File: config.mk
export PLATFORM = sky130hd
export DESIGN_NAME = qspc_top
export DESIGN_NICKNAME = d
export VERILOG_FILES = /design/src/verilog/qspc_pkg.sv /design/src/verilog/qspc_irq.sv /design/src/verilog/qspc_top.sv
export SDC_FILE = /design/constraint.sdc
export NUM_CORES = 1
export LEC_CHECK = 0
export BUFFER_PORTS_ARGS = -buffer_cell sky130_fd_sc_hd__buf_4
export CAP_MARGIN = 40
export CORE_UTILIZATION = 50
export DETAILED_ROUTE_END_ITERATION = 10
export PLACE_DENSITY = 0.74
export SETUP_SLACK_MARGIN = 0.1
export SLEW_MARGIN = 20
export SYNTH_ARGS = -nofsm -noshare
export SYNTH_HDL_FRONTEND = slang
export SYNTH_SLANG_ARGS = --single-unit
export TNS_END_PERCENT = 5
File: constraint.sdc
create_clock -name sys_clk -period 2.8 [get_ports sys_clk]
set_clock_uncertainty 0.2 [all_clocks]
set_input_delay 0.14 -clock sys_clk [delete_from_list [all_inputs] [get_ports sys_clk]]
set_output_delay 0.14 -clock sys_clk [all_outputs]
set_load 0.02 [all_outputs]
File: src/verilog/qspc_pkg.sv
// shared constants, types and field layout for the quad serial port control block
`default_nettype none
package qspc_pkg;
   ////////////////////////////////////////////////////////////////////////////
   // geometry
   localparam int CHAN_COUNT = 4;
   localparam int WORD_W = 8;

   ////////////////////////////////////////////////////////////////////////////
   // host i/o addresses
   localparam logic [7:0] CHAN_BASE_ADDR = 8'hd0;
   localparam logic [7:0] CHAN_ADDR_SPAN = 8'h08;
   localparam logic [7:0] IRQ_STAT_ADDR = 8'hd8;
   localparam logic [7:0] IRQ_MASK_ADDR = 8'hd9;
   localparam logic [7:0] PPORT_ADDR = 8'he9;
   localparam int PPORT_CHAN_RST_BIT = 4;

   ////////////////////////////////////////////////////////////////////////////
   // mode word and command word fields
   localparam int MODE_ASYNC_LSB = 0;
   localparam logic [1:0] MODE_SYNC_CODE = 2'h0;
   localparam int MODE_SINGLE_SYNC_BIT = 7;
   localparam int CMD_SOFT_RESET_BIT = 6;

   ////////////////////////////////////////////////////////////////////////////
   // status word fields
   localparam int STAT_TX_READY_BIT = 0;
   localparam int STAT_RX_READY_BIT = 1;
   localparam int STAT_CMD_PHASE_BIT = 2;
   localparam int STAT_SYNC_MODE_BIT = 3;

   ////////////////////////////////////////////////////////////////////////////
   // reset values
   localparam logic [7:0] PPORT_RESET = 8'h00;
   localparam logic [7:0] IRQ_MASK_RESET = 8'h00;
   localparam logic [7:0] WORD_RESET = 8'h00;
   // request levels after reset: every transmitter empty and ready, nothing received
   localparam logic [7:0] REQ_PREV_RESET = 8'haa;

   typedef enum logic [1:0] {
      PH_MODE,
      PH_SYNC1,
      PH_SYNC2,
      PH_CMD
   } qspc_phase_e;

   typedef struct packed {
      qspc_phase_e phase;
      logic [7:0] mode;
      logic [7:0] sync1;
      logic [7:0] sync2;
      logic [7:0] cmd;
      logic tx_full;
      logic [7:0] tx_char;
      logic rx_full;
      logic [7:0] rx_char;
   } qspc_chan_s;

   // phase PH_MODE is the first enum value, so all-zero is the reset state
   localparam qspc_chan_s CHAN_RESET = '0;

   // toward the serial engine of one channel
   typedef struct packed {
      logic [7:0] mode;
      logic [7:0] sync1;
      logic [7:0] sync2;
      logic [7:0] cmd;
      logic configured;
      logic tx_valid;
      logic [7:0] tx_char;
   } qspc_line_s;
endpackage : qspc_pkg
`default_nettype wire

File: src/verilog/qspc_irq.sv
// sticky interrupt status with write-one-to-clear and a mask onto one level output
`default_nettype none
module qspc_irq #(
   parameter int WIDTH = 8
) (
   input wire logic sys_clk,
   input wire logic srst,
   input wire logic [WIDTH-1:0] events,
   input wire logic stat_wr,
   input wire logic mask_wr,
   input wire logic [WIDTH-1:0] wdata,
   output logic [WIDTH-1:0] stat,
   output logic [WIDTH-1:0] mask,
   output logic irq
);
   typedef struct packed {
      logic [WIDTH-1:0] stat;
      logic [WIDTH-1:0] mask;
   } qspc_irq_s;

   qspc_irq_s cur;
   qspc_irq_s next_cur;

   always_comb
   begin
      next_cur = cur;
      if (stat_wr)
      begin
         next_cur.stat = cur.stat & ~wdata;
      end
      // an event in the clearing cycle is kept
      next_cur.stat = next_cur.stat | events;
      if (mask_wr)
      begin
         next_cur.mask = wdata;
      end
   end

   always_ff @(posedge sys_clk)
   begin
      if (srst)
      begin
         cur.stat <= '0;
         cur.mask <= WIDTH'(qspc_pkg::IRQ_MASK_RESET);
      end
      else
      begin
         cur <= next_cur;
      end
   end

   assign stat = cur.stat;
   assign mask = cur.mask;
   assign irq = |(cur.stat & cur.mask);
endmodule : qspc_irq
`default_nettype wire

File: src/verilog/qspc_top.sv
// quad serial port control: host i/o decode, channel init sequencing, ready flags
//
// What this block does
// - after any reset the first control write is taken as the mode word.
// - mode word selects sync or async, deciding whether sync characters follow.
// - in sync operation one or two following control writes are stored as sync patterns.
// - second sync slot skipped for single sync; both skipped in async.
// - after mode and sync words every control write is a command word.
// - command with bit 6 set returns that channel to awaiting a mode word.
// - channel control/status ports sit at d1, d3, d5 and d7.
// - bit 4 of the parallel port at e9 resets all four channels together.
// - data address read returns received character; write loads transmit character.
// - transmit-ready set while a character can be accepted, cleared by data write.
// - receive-ready set when a character arrives, cleared by data read.
// - both ready flags drive interrupt requests and appear in the status word.
// - reading a channel's upper address returns that channel's status word.
// - each channel has two addresses: lower for data, upper for control and status.
//
// The address map and the address-and-strobe port were decided locally.
`default_nettype none
module qspc_top (
   input wire logic sys_clk,
   input wire logic srst,
   input wire logic [7:0] bus_addr,
   input wire logic [7:0] bus_wdata,
   input wire logic bus_wr,
   input wire logic bus_rd,
   output logic [7:0] bus_rdata,
   output qspc_pkg::qspc_line_s [3:0] line_out,
   input wire logic [3:0] tx_pull,
   input wire logic [3:0] rx_push,
   input wire logic [3:0][7:0] rx_char,
   output logic [7:0] pport_out,
   output logic [7:0] int_request,
   output logic irq
);
   typedef struct packed {
      qspc_pkg::qspc_chan_s [3:0] ch;
      logic [7:0] pport;
      logic [7:0] rdata;
      logic [7:0] req_prev;
   } qspc_top_s;

   qspc_top_s cur;
   qspc_top_s next_cur;

   logic [7:0] req_level;
   logic [7:0] req_events;
   logic [7:0] irq_stat;
   logic [7:0] irq_mask;
   logic irq_stat_wr;
   logic irq_mask_wr;

   ////////////////////////////////////////////////////////////////////////////
   // address decode helpers

   // true when the address falls in the eight channel addresses
   function automatic logic chan_hit(input logic [7:0] addr);
      logic [7:0] offs;
      offs = addr - qspc_pkg::CHAN_BASE_ADDR;
      chan_hit = (addr >= qspc_pkg::CHAN_BASE_ADDR) && (offs < qspc_pkg::CHAN_ADDR_SPAN);
   endfunction : chan_hit

   // channel number from an address inside the channel range
   function automatic logic [1:0] chan_idx(input logic [7:0] addr);
      logic [7:0] offs;
      offs = addr - qspc_pkg::CHAN_BASE_ADDR;
      chan_idx = offs[2:1];
   endfunction : chan_idx

   // odd address is the control/status port, even is data
   function automatic logic chan_upper(input logic [7:0] addr);
      chan_upper = addr[0];
   endfunction : chan_upper

   // status word of one channel
   function automatic logic [7:0] status_word(input qspc_pkg::qspc_chan_s c);
      logic [7:0] s;
      s = 8'h00;
      s[qspc_pkg::STAT_TX_READY_BIT] = ~c.tx_full;
      s[qspc_pkg::STAT_RX_READY_BIT] = c.rx_full;
      s[qspc_pkg::STAT_CMD_PHASE_BIT] = (c.phase == qspc_pkg::PH_CMD);
      s[qspc_pkg::STAT_SYNC_MODE_BIT] = is_sync(c.mode) && (c.phase != qspc_pkg::PH_MODE);
      status_word = s;
   endfunction : status_word

   // async field zero selects synchronous operation
   function automatic logic is_sync(input logic [7:0] mode);
      is_sync = (mode[qspc_pkg::MODE_ASYNC_LSB +: 2] == qspc_pkg::MODE_SYNC_CODE);
   endfunction : is_sync

   ////////////////////////////////////////////////////////////////////////////
   // request levels, ordered rx0, tx0, rx1, tx1 ... as the interrupt unit expects

   always_comb
   begin
      req_level = 8'h00;
      for (int i = 0; i < qspc_pkg::CHAN_COUNT; i++)
      begin
         req_level[2*i] = cur.ch[i].rx_full;
         req_level[2*i+1] = ~cur.ch[i].tx_full;
      end
   end

   // a flag rising is the event that latches a sticky status bit
   assign req_events = req_level & ~cur.req_prev;

   ////////////////////////////////////////////////////////////////////////////
   // next state

   always_comb
   begin
      logic [1:0] sel;
      logic hit;
      logic upper;
      logic board_rst;
      sel = chan_idx(bus_addr);
      hit = chan_hit(bus_addr);
      upper = chan_upper(bus_addr);
      board_rst = cur.pport[qspc_pkg::PPORT_CHAN_RST_BIT];
      next_cur = cur;
      next_cur.req_prev = req_level;
      next_cur.rdata = 8'h00;
      irq_stat_wr = 1'b0;
      irq_mask_wr = 1'b0;

      // serial engine side
      for (int i = 0; i < qspc_pkg::CHAN_COUNT; i++)
      begin
         if (tx_pull[i])
         begin
            next_cur.ch[i].tx_full = 1'b0;
         end
         if (rx_push[i])
         begin
            next_cur.ch[i].rx_full = 1'b1;
            next_cur.ch[i].rx_char = rx_char[i];
         end
      end

      // host writes
      if (bus_wr)
      begin
         // channel ports decoded at d0 to d7
         if (hit && !upper)
         begin
            next_cur.ch[sel].tx_char = bus_wdata;
            next_cur.ch[sel].tx_full = 1'b1;
         end
         else if (hit && upper)
         begin
            case (cur.ch[sel].phase)
               qspc_pkg::PH_MODE:
               begin
                  // first control write is the mode word
                  next_cur.ch[sel].mode = bus_wdata;
                  if (is_sync(bus_wdata))
                  begin
                     next_cur.ch[sel].phase = qspc_pkg::PH_SYNC1;
                  end
                  else
                  begin
                     next_cur.ch[sel].phase = qspc_pkg::PH_CMD;
                  end
               end
               qspc_pkg::PH_SYNC1:
               begin
                  next_cur.ch[sel].sync1 = bus_wdata;
                  if (cur.ch[sel].mode[qspc_pkg::MODE_SINGLE_SYNC_BIT])
                  begin
                     next_cur.ch[sel].phase = qspc_pkg::PH_CMD;
                  end
                  else
                  begin
                     next_cur.ch[sel].phase = qspc_pkg::PH_SYNC2;
                  end
               end
               qspc_pkg::PH_SYNC2:
               begin
                  next_cur.ch[sel].sync2 = bus_wdata;
                  next_cur.ch[sel].phase = qspc_pkg::PH_CMD;
               end
               default:
               begin
                  // soft reset ignores the other bits
                  if (bus_wdata[qspc_pkg::CMD_SOFT_RESET_BIT])
                  begin
                     next_cur.ch[sel] = qspc_pkg::CHAN_RESET;
                  end
                  else
                  begin
                     // every later control write is a command
                     next_cur.ch[sel].cmd = bus_wdata;
                  end
               end
            endcase
         end
         else if (bus_addr == qspc_pkg::PPORT_ADDR)
         begin
            next_cur.pport = bus_wdata;
         end
         else if (bus_addr == qspc_pkg::IRQ_STAT_ADDR)
         begin
            irq_stat_wr = 1'b1;
         end
         else if (bus_addr == qspc_pkg::IRQ_MASK_ADDR)
         begin
            irq_mask_wr = 1'b1;
         end
      end

      // host reads; answer stands only in the following cycle
      if (bus_rd)
      begin
         if (hit && !upper)
         begin
            next_cur.rdata = cur.ch[sel].rx_char;
            // flag drops on read unless a new character lands now
            if (!rx_push[sel])
            begin
               next_cur.ch[sel].rx_full = 1'b0;
            end
         end
         else if (hit && upper)
         begin
            next_cur.rdata = status_word(cur.ch[sel]);
         end
         else if (bus_addr == qspc_pkg::PPORT_ADDR)
         begin
            next_cur.rdata = cur.pport;
         end
         else if (bus_addr == qspc_pkg::IRQ_STAT_ADDR)
         begin
            next_cur.rdata = irq_stat;
         end
         else if (bus_addr == qspc_pkg::IRQ_MASK_ADDR)
         begin
            next_cur.rdata = irq_mask;
         end
         else
         begin
            next_cur.rdata = 8'h00;
         end
      end

      // all channels held in reset while the port bit is set
      if (board_rst)
      begin
         for (int i = 0; i < qspc_pkg::CHAN_COUNT; i++)
         begin
            next_cur.ch[i] = qspc_pkg::CHAN_RESET;
         end
      end
   end

   ////////////////////////////////////////////////////////////////////////////
   // state register

   always_ff @(posedge sys_clk)
   begin
      if (srst)
      begin
         for (int i = 0; i < qspc_pkg::CHAN_COUNT; i++)
         begin
            // reset returns to awaiting the mode word
            cur.ch[i] <= qspc_pkg::CHAN_RESET;
         end
         cur.pport <= qspc_pkg::PPORT_RESET;
         cur.rdata <= 8'h00;
         // empty transmitters after reset count as already ready, no event
         cur.req_prev <= qspc_pkg::REQ_PREV_RESET;
      end
      else
      begin
         cur <= next_cur;
      end
   end

   ////////////////////////////////////////////////////////////////////////////
   // interrupt status and mask

   qspc_irq #(
      .WIDTH(8)
   ) u_irq (
      .sys_clk(sys_clk),
      .srst(srst),
      .events(req_events),
      .stat_wr(irq_stat_wr),
      .mask_wr(irq_mask_wr),
      .wdata(bus_wdata),
      .stat(irq_stat),
      .mask(irq_mask),
      .irq(irq)
   );

   ////////////////////////////////////////////////////////////////////////////
   // outputs

   always_comb
   begin
      for (int i = 0; i < qspc_pkg::CHAN_COUNT; i++)
      begin
         line_out[i].mode = cur.ch[i].mode;
         line_out[i].sync1 = cur.ch[i].sync1;
         line_out[i].sync2 = cur.ch[i].sync2;
         line_out[i].cmd = cur.ch[i].cmd;
         // the engine must not act on a half-programmed channel
         line_out[i].configured = (cur.ch[i].phase == qspc_pkg::PH_CMD);
         line_out[i].tx_valid = cur.ch[i].tx_full;
         line_out[i].tx_char = cur.ch[i].tx_char;
      end
   end

   assign bus_rdata = cur.rdata;
   assign pport_out = cur.pport;
   // levels toward the priority interrupt unit
   assign int_request = req_level;
endmodule : qspc_top
`default_nettype wire

# --- Word-level counts from Yosys, hierarchy flattened ---
# Index checks and enable logic that the tools add are counted.
classes:
  addsub: 1
  n_lt_le_gt_ge: 4
  n_eq_ne: 10
  n_mux: 72
  bitwise_logic: 16
  reduce_logical: 14
ops:
  columns: ["op", "count"]
  rows:
  - ["$bwmux 208", 12]
  - ["$mux 208", 8]
  - ["$demux 52 s2", 9]
  - ["$pmux 208 s3", 1]
  - ["$mux 216", 1]
  - ["$and 208x208->208", 1]
  - ["$not 208->208", 1]
  - ["$mux 52", 3]
  - ["$bmux 52 s2", 1]
  - ["$mux 8", 9]
  - ["$mux 50", 1]
  - ["$mux 9", 5]
  - ["$mux 42", 1]
  - ["$mux 34", 1]
  - ["$mux 26", 1]
  - ["$and 8x8->8", 3]
  - ["$eq 8x8->1 const B", 3]
  - ["$mux 18", 1]
  - ["$mux 17", 1]
  - ["$mux 1", 16]
  - ["$not 8->8", 2]
  - ["$eq 2x2->1 const B", 6]
  - ["$ge 8x8->1 const B", 1]
  - ["$lt 8x4->1 const B", 1]
  - ["14 further kinds", 28]
totals:
  regBits: 248
  out_inout_bits: 193

# --- Longest topological paths before layout ---
depth:
  word_depth: 16
  depth_mapped: 8

# --- By module ---
# From an unflattened synthesis, not the netlist that was laid out.
unflattened:
  cells_unflattened: 1336
  area_unflattened_um2: 11674.9
by_module_without_submodules:
  columns: ["module", "n_inst", "cells_per_inst", "area_per_inst_um2", "seq_area_each_um2"]
  rows:
  - ["qspc_top", 1, 1281, 11045.6, 4644.5]
  - ["qspc_irq", 1, 55, 629.4, 320.3]

# --- Least setup slack after synthesis ---
# OpenSTA, ideal clock, no wires.
synth_path:
  path_kind: "register -> register"
  startpoint: "reg with a tool-made name"
  endpoint: "reg with a tool-made name"
  setup_time_ns: 0.154
  arrival_time_ns: 1.759
  setup_slack_ns: 0.687
  path_stages_with_launch: 6
  path_cell_list: "dfxtp_1 -> clkbuf_1 -> mux2i_1 -> o22a_1 -> a311oi_1 -> a21oi_1"

==> metrics.cfg <==
[run_status]
outcome=completed

[drt]
wirelength_microns=39000
vias_per_cell=6.10
dr.pass1.iters=8
routedWlPerCell_microns=21.7
ant_nets=0
dr_total_vias=11000
route.detailed.drc=0
drt_iter0_drc=1259

[floorplan]
io_pins=253
core_area_sq_um=23600
start_util=0.512
die_y_microns=158
die_x_microns=158
core.rowCount=56
dieArea_sq_um=24800

[pwr]
switching_share=0.238
clockPowerShare=0.456
leakagePower_uw=0.00587
p_int_uw=6010
switching_power_uw=1880
seq_power_share=0.456
irDropWorstVdd_v=0.000452
powerDensity_nw_per_um2=539
p_comb_frac=0.088

[grt]
grt_pass1_wl_microns=59300
first_global_vias=10400
grt_max_degree=67
grt-ovfl-total=0
grt_util_all_layers=0.310
grt_antenna_before_repair=0

[hold_path]
hp-class=in -> reg

[synthesis]
seq_area_frac_synth=0.411
syn_nets=1406
synth.mux.area_fraction=0.0777
synth-edff-count=0
yosysMostFrequentCell=dfxtp_1
synth_area_leaders=dfxtp_1 (41%), buf_4 (12%), mux2i_1 (4.9%)
synth_top_family_by_area=compound AO/OA/AOI/OAI gates
synth_xor_area_frac=0
ys.warnings.count=0
synth_common_cells=dfxtp_1 (248), buf_4 (189), nor2_1 (96)
synth-adder-area-share=0
ys_ff_latch=248
synth-simple-area-share=0.164
synth_area_leader_cell=dfxtp_1
synth_cell_type_count=78
synth_area_sq_um=12100
synth_top_area_frac=0.411
synth_compound_area_frac=0.186
netlist_instances=1346
synthFlopType=dfxtp_1
syn_avg_cell_area_sq_um=8.98
async_reset_ff_frac=0

[clocking]
clockBufferDepth=3
numCtsBuffers=26
clockRootBuffer=clkbuf_16
clkTransAtPathRegs_ns=0.07
cts.sinks=248
post_cts_buffers=0
htreeDepth=1
clk-insertion-delay-late_ns=0.53
cts_tree=yes

[worst_setup_path]
cp_cell_sequence=mux4_2 > a21o_1 > nand2_1 > a311oi_1
cp-end-kind=register
cp_max_fo=25
worstSetupPathType=reg -> reg
worstPathRequired_ns=3.03
cp.arrival_ns=2.85
crit_buf_inv=0
start_kind=register
path_delay_family=compound AO/OA/AOI/OAI gates
cpMaxStageDelayCell=mux4_2
slowest_delay_ns=0.66

[sta]
setup-violations-final=0
finalCriticalPeriod_ns=2.63
hold_viol_final=0
relSlewSlack=0.462
setup_ws_ns=0.172
tns_ns=0
fmax_mhz=380
rsz0062_at_grt=false
finalCritPeriodShare=0.939
worst_pin_slew_ns=0.801
final-max-slew-violation-count=0

[placed_design]
dp_cells=1661
pre_cts_ws_ns=0.280
gp_congestion=0.939
numPortBuffers=252
dp_hpwl_microns=25000

[final_layout]
area_growth_pct=21.0
num_antenna_cells=0
stdcell_count=1797
nNetsFinal=1519
drive_above_1_share=0.265

[job]
drv_cap=0

-- per-stage QoR --
stage / total power, uW / hold WS, ns / area, sq um / util
2_1_floorplan: 4000 / 0.0869 / 12100 / -
3_3_place_gp: 4220 / 0.173 / 12900 / 0.544
3_5_place_dp: 4230 / 0.185 / 12900 / 0.544
4_1_cts: 7880 / 0.0182 / 14600 / 0.619
5_1_grt: 8080 / 0.0450 / 14600 / 0.620
6_report: 7890 / 0.0382 / 14600 / 0.620
-- tightest hold or removal path, delay by kind of cell --
| family | cells | cell delay, ns |
|---|---|---|
| buf+inv | 1 | 0.16 |
| simple gates | 3 | 0.36 |
| compound gates | 1 | 0.07 |
-- per-layer routing --
metal,wire (microns),track usage,vias to the layer above
met5,0,0,-
met4,1550,0.123,0
met3,3660,0.0617,123
met2,17700,0.492,626
met1,16200,0.411,5305
li1,-,-,4902
-- power groups by stage --
stage	registers (uW)	logic, uW	clock network, uW
final	3600	695	3600
after global routing	3600	726	3760
after CTS	3600	668	3610
after detailed placement	3670	556	0
after global placement	3670	547	0
after floorplan	3660	338	0
-- what timing repair did --
| item | 4_1_cts | 5_1_grt |
|---|---|---|
| gates resized for setup | 0 | 0 |
| hold buffers | 86 | 0 |
| endpoints found under the hold margin | 215 | 0 |
-- cells by family (layout without fill, tap and decap cells) --
group / after synthesis / count (layout)
buffers and inverters: 314 / 446
DFF: 248 / 248
muxes: 77 / 77
AOI/OAI and AO/OA: 318 / 318
and+or+nand+nor: 389 / 389
-- layout make-up --
| class | count | area, sq um |
|---|---|---|
| Clock buffer | 39 | 801 |
| Clock inverter | 8 | 96.3 |
| Fill cell | 1943 | 8980 |
| Inverter | 14 | 52.6 |
| Multi-Input combinational cell | 784 | 5200 |
| Sequential cell | 248 | 4960 |
| Tap cell | 319 | 399 |
| Timing Repair Buffer | 385 | 3120 |
-- path summary, 6_finish.rpt --
path,from,endpoint,slack [ns],cells past startpoint
worst max-delay path,register,register,0.17,4
worst min-delay path,bus_wr,u_irq.stat[7],0.04,5
worst max register to register,register,register,0.17,4
worst min register to register,line_out[8],cur[1],0.26,1
-- placed cells by master, fill, tap and decap left out, types with 14 or more instances in the layout --
cell	synthesis	layout
a21oi_1	85	85
a311oi_1	18	18
a31oi_1	19	19
a32o_1	14	14
a32oi_1	25	25
buf_4	189	295
clkbuf_16	0	27
dfxtp_1	248	248
dlygate4sd3_1	0	86
inv_1	14	14
mux2i_1	59	59
nand2_1	92	92
nand3_1	62	62
nand4_1	34	34
nor2_1	96	94
o21ai_0	66	66
Power figures use the tool's default switching activity.
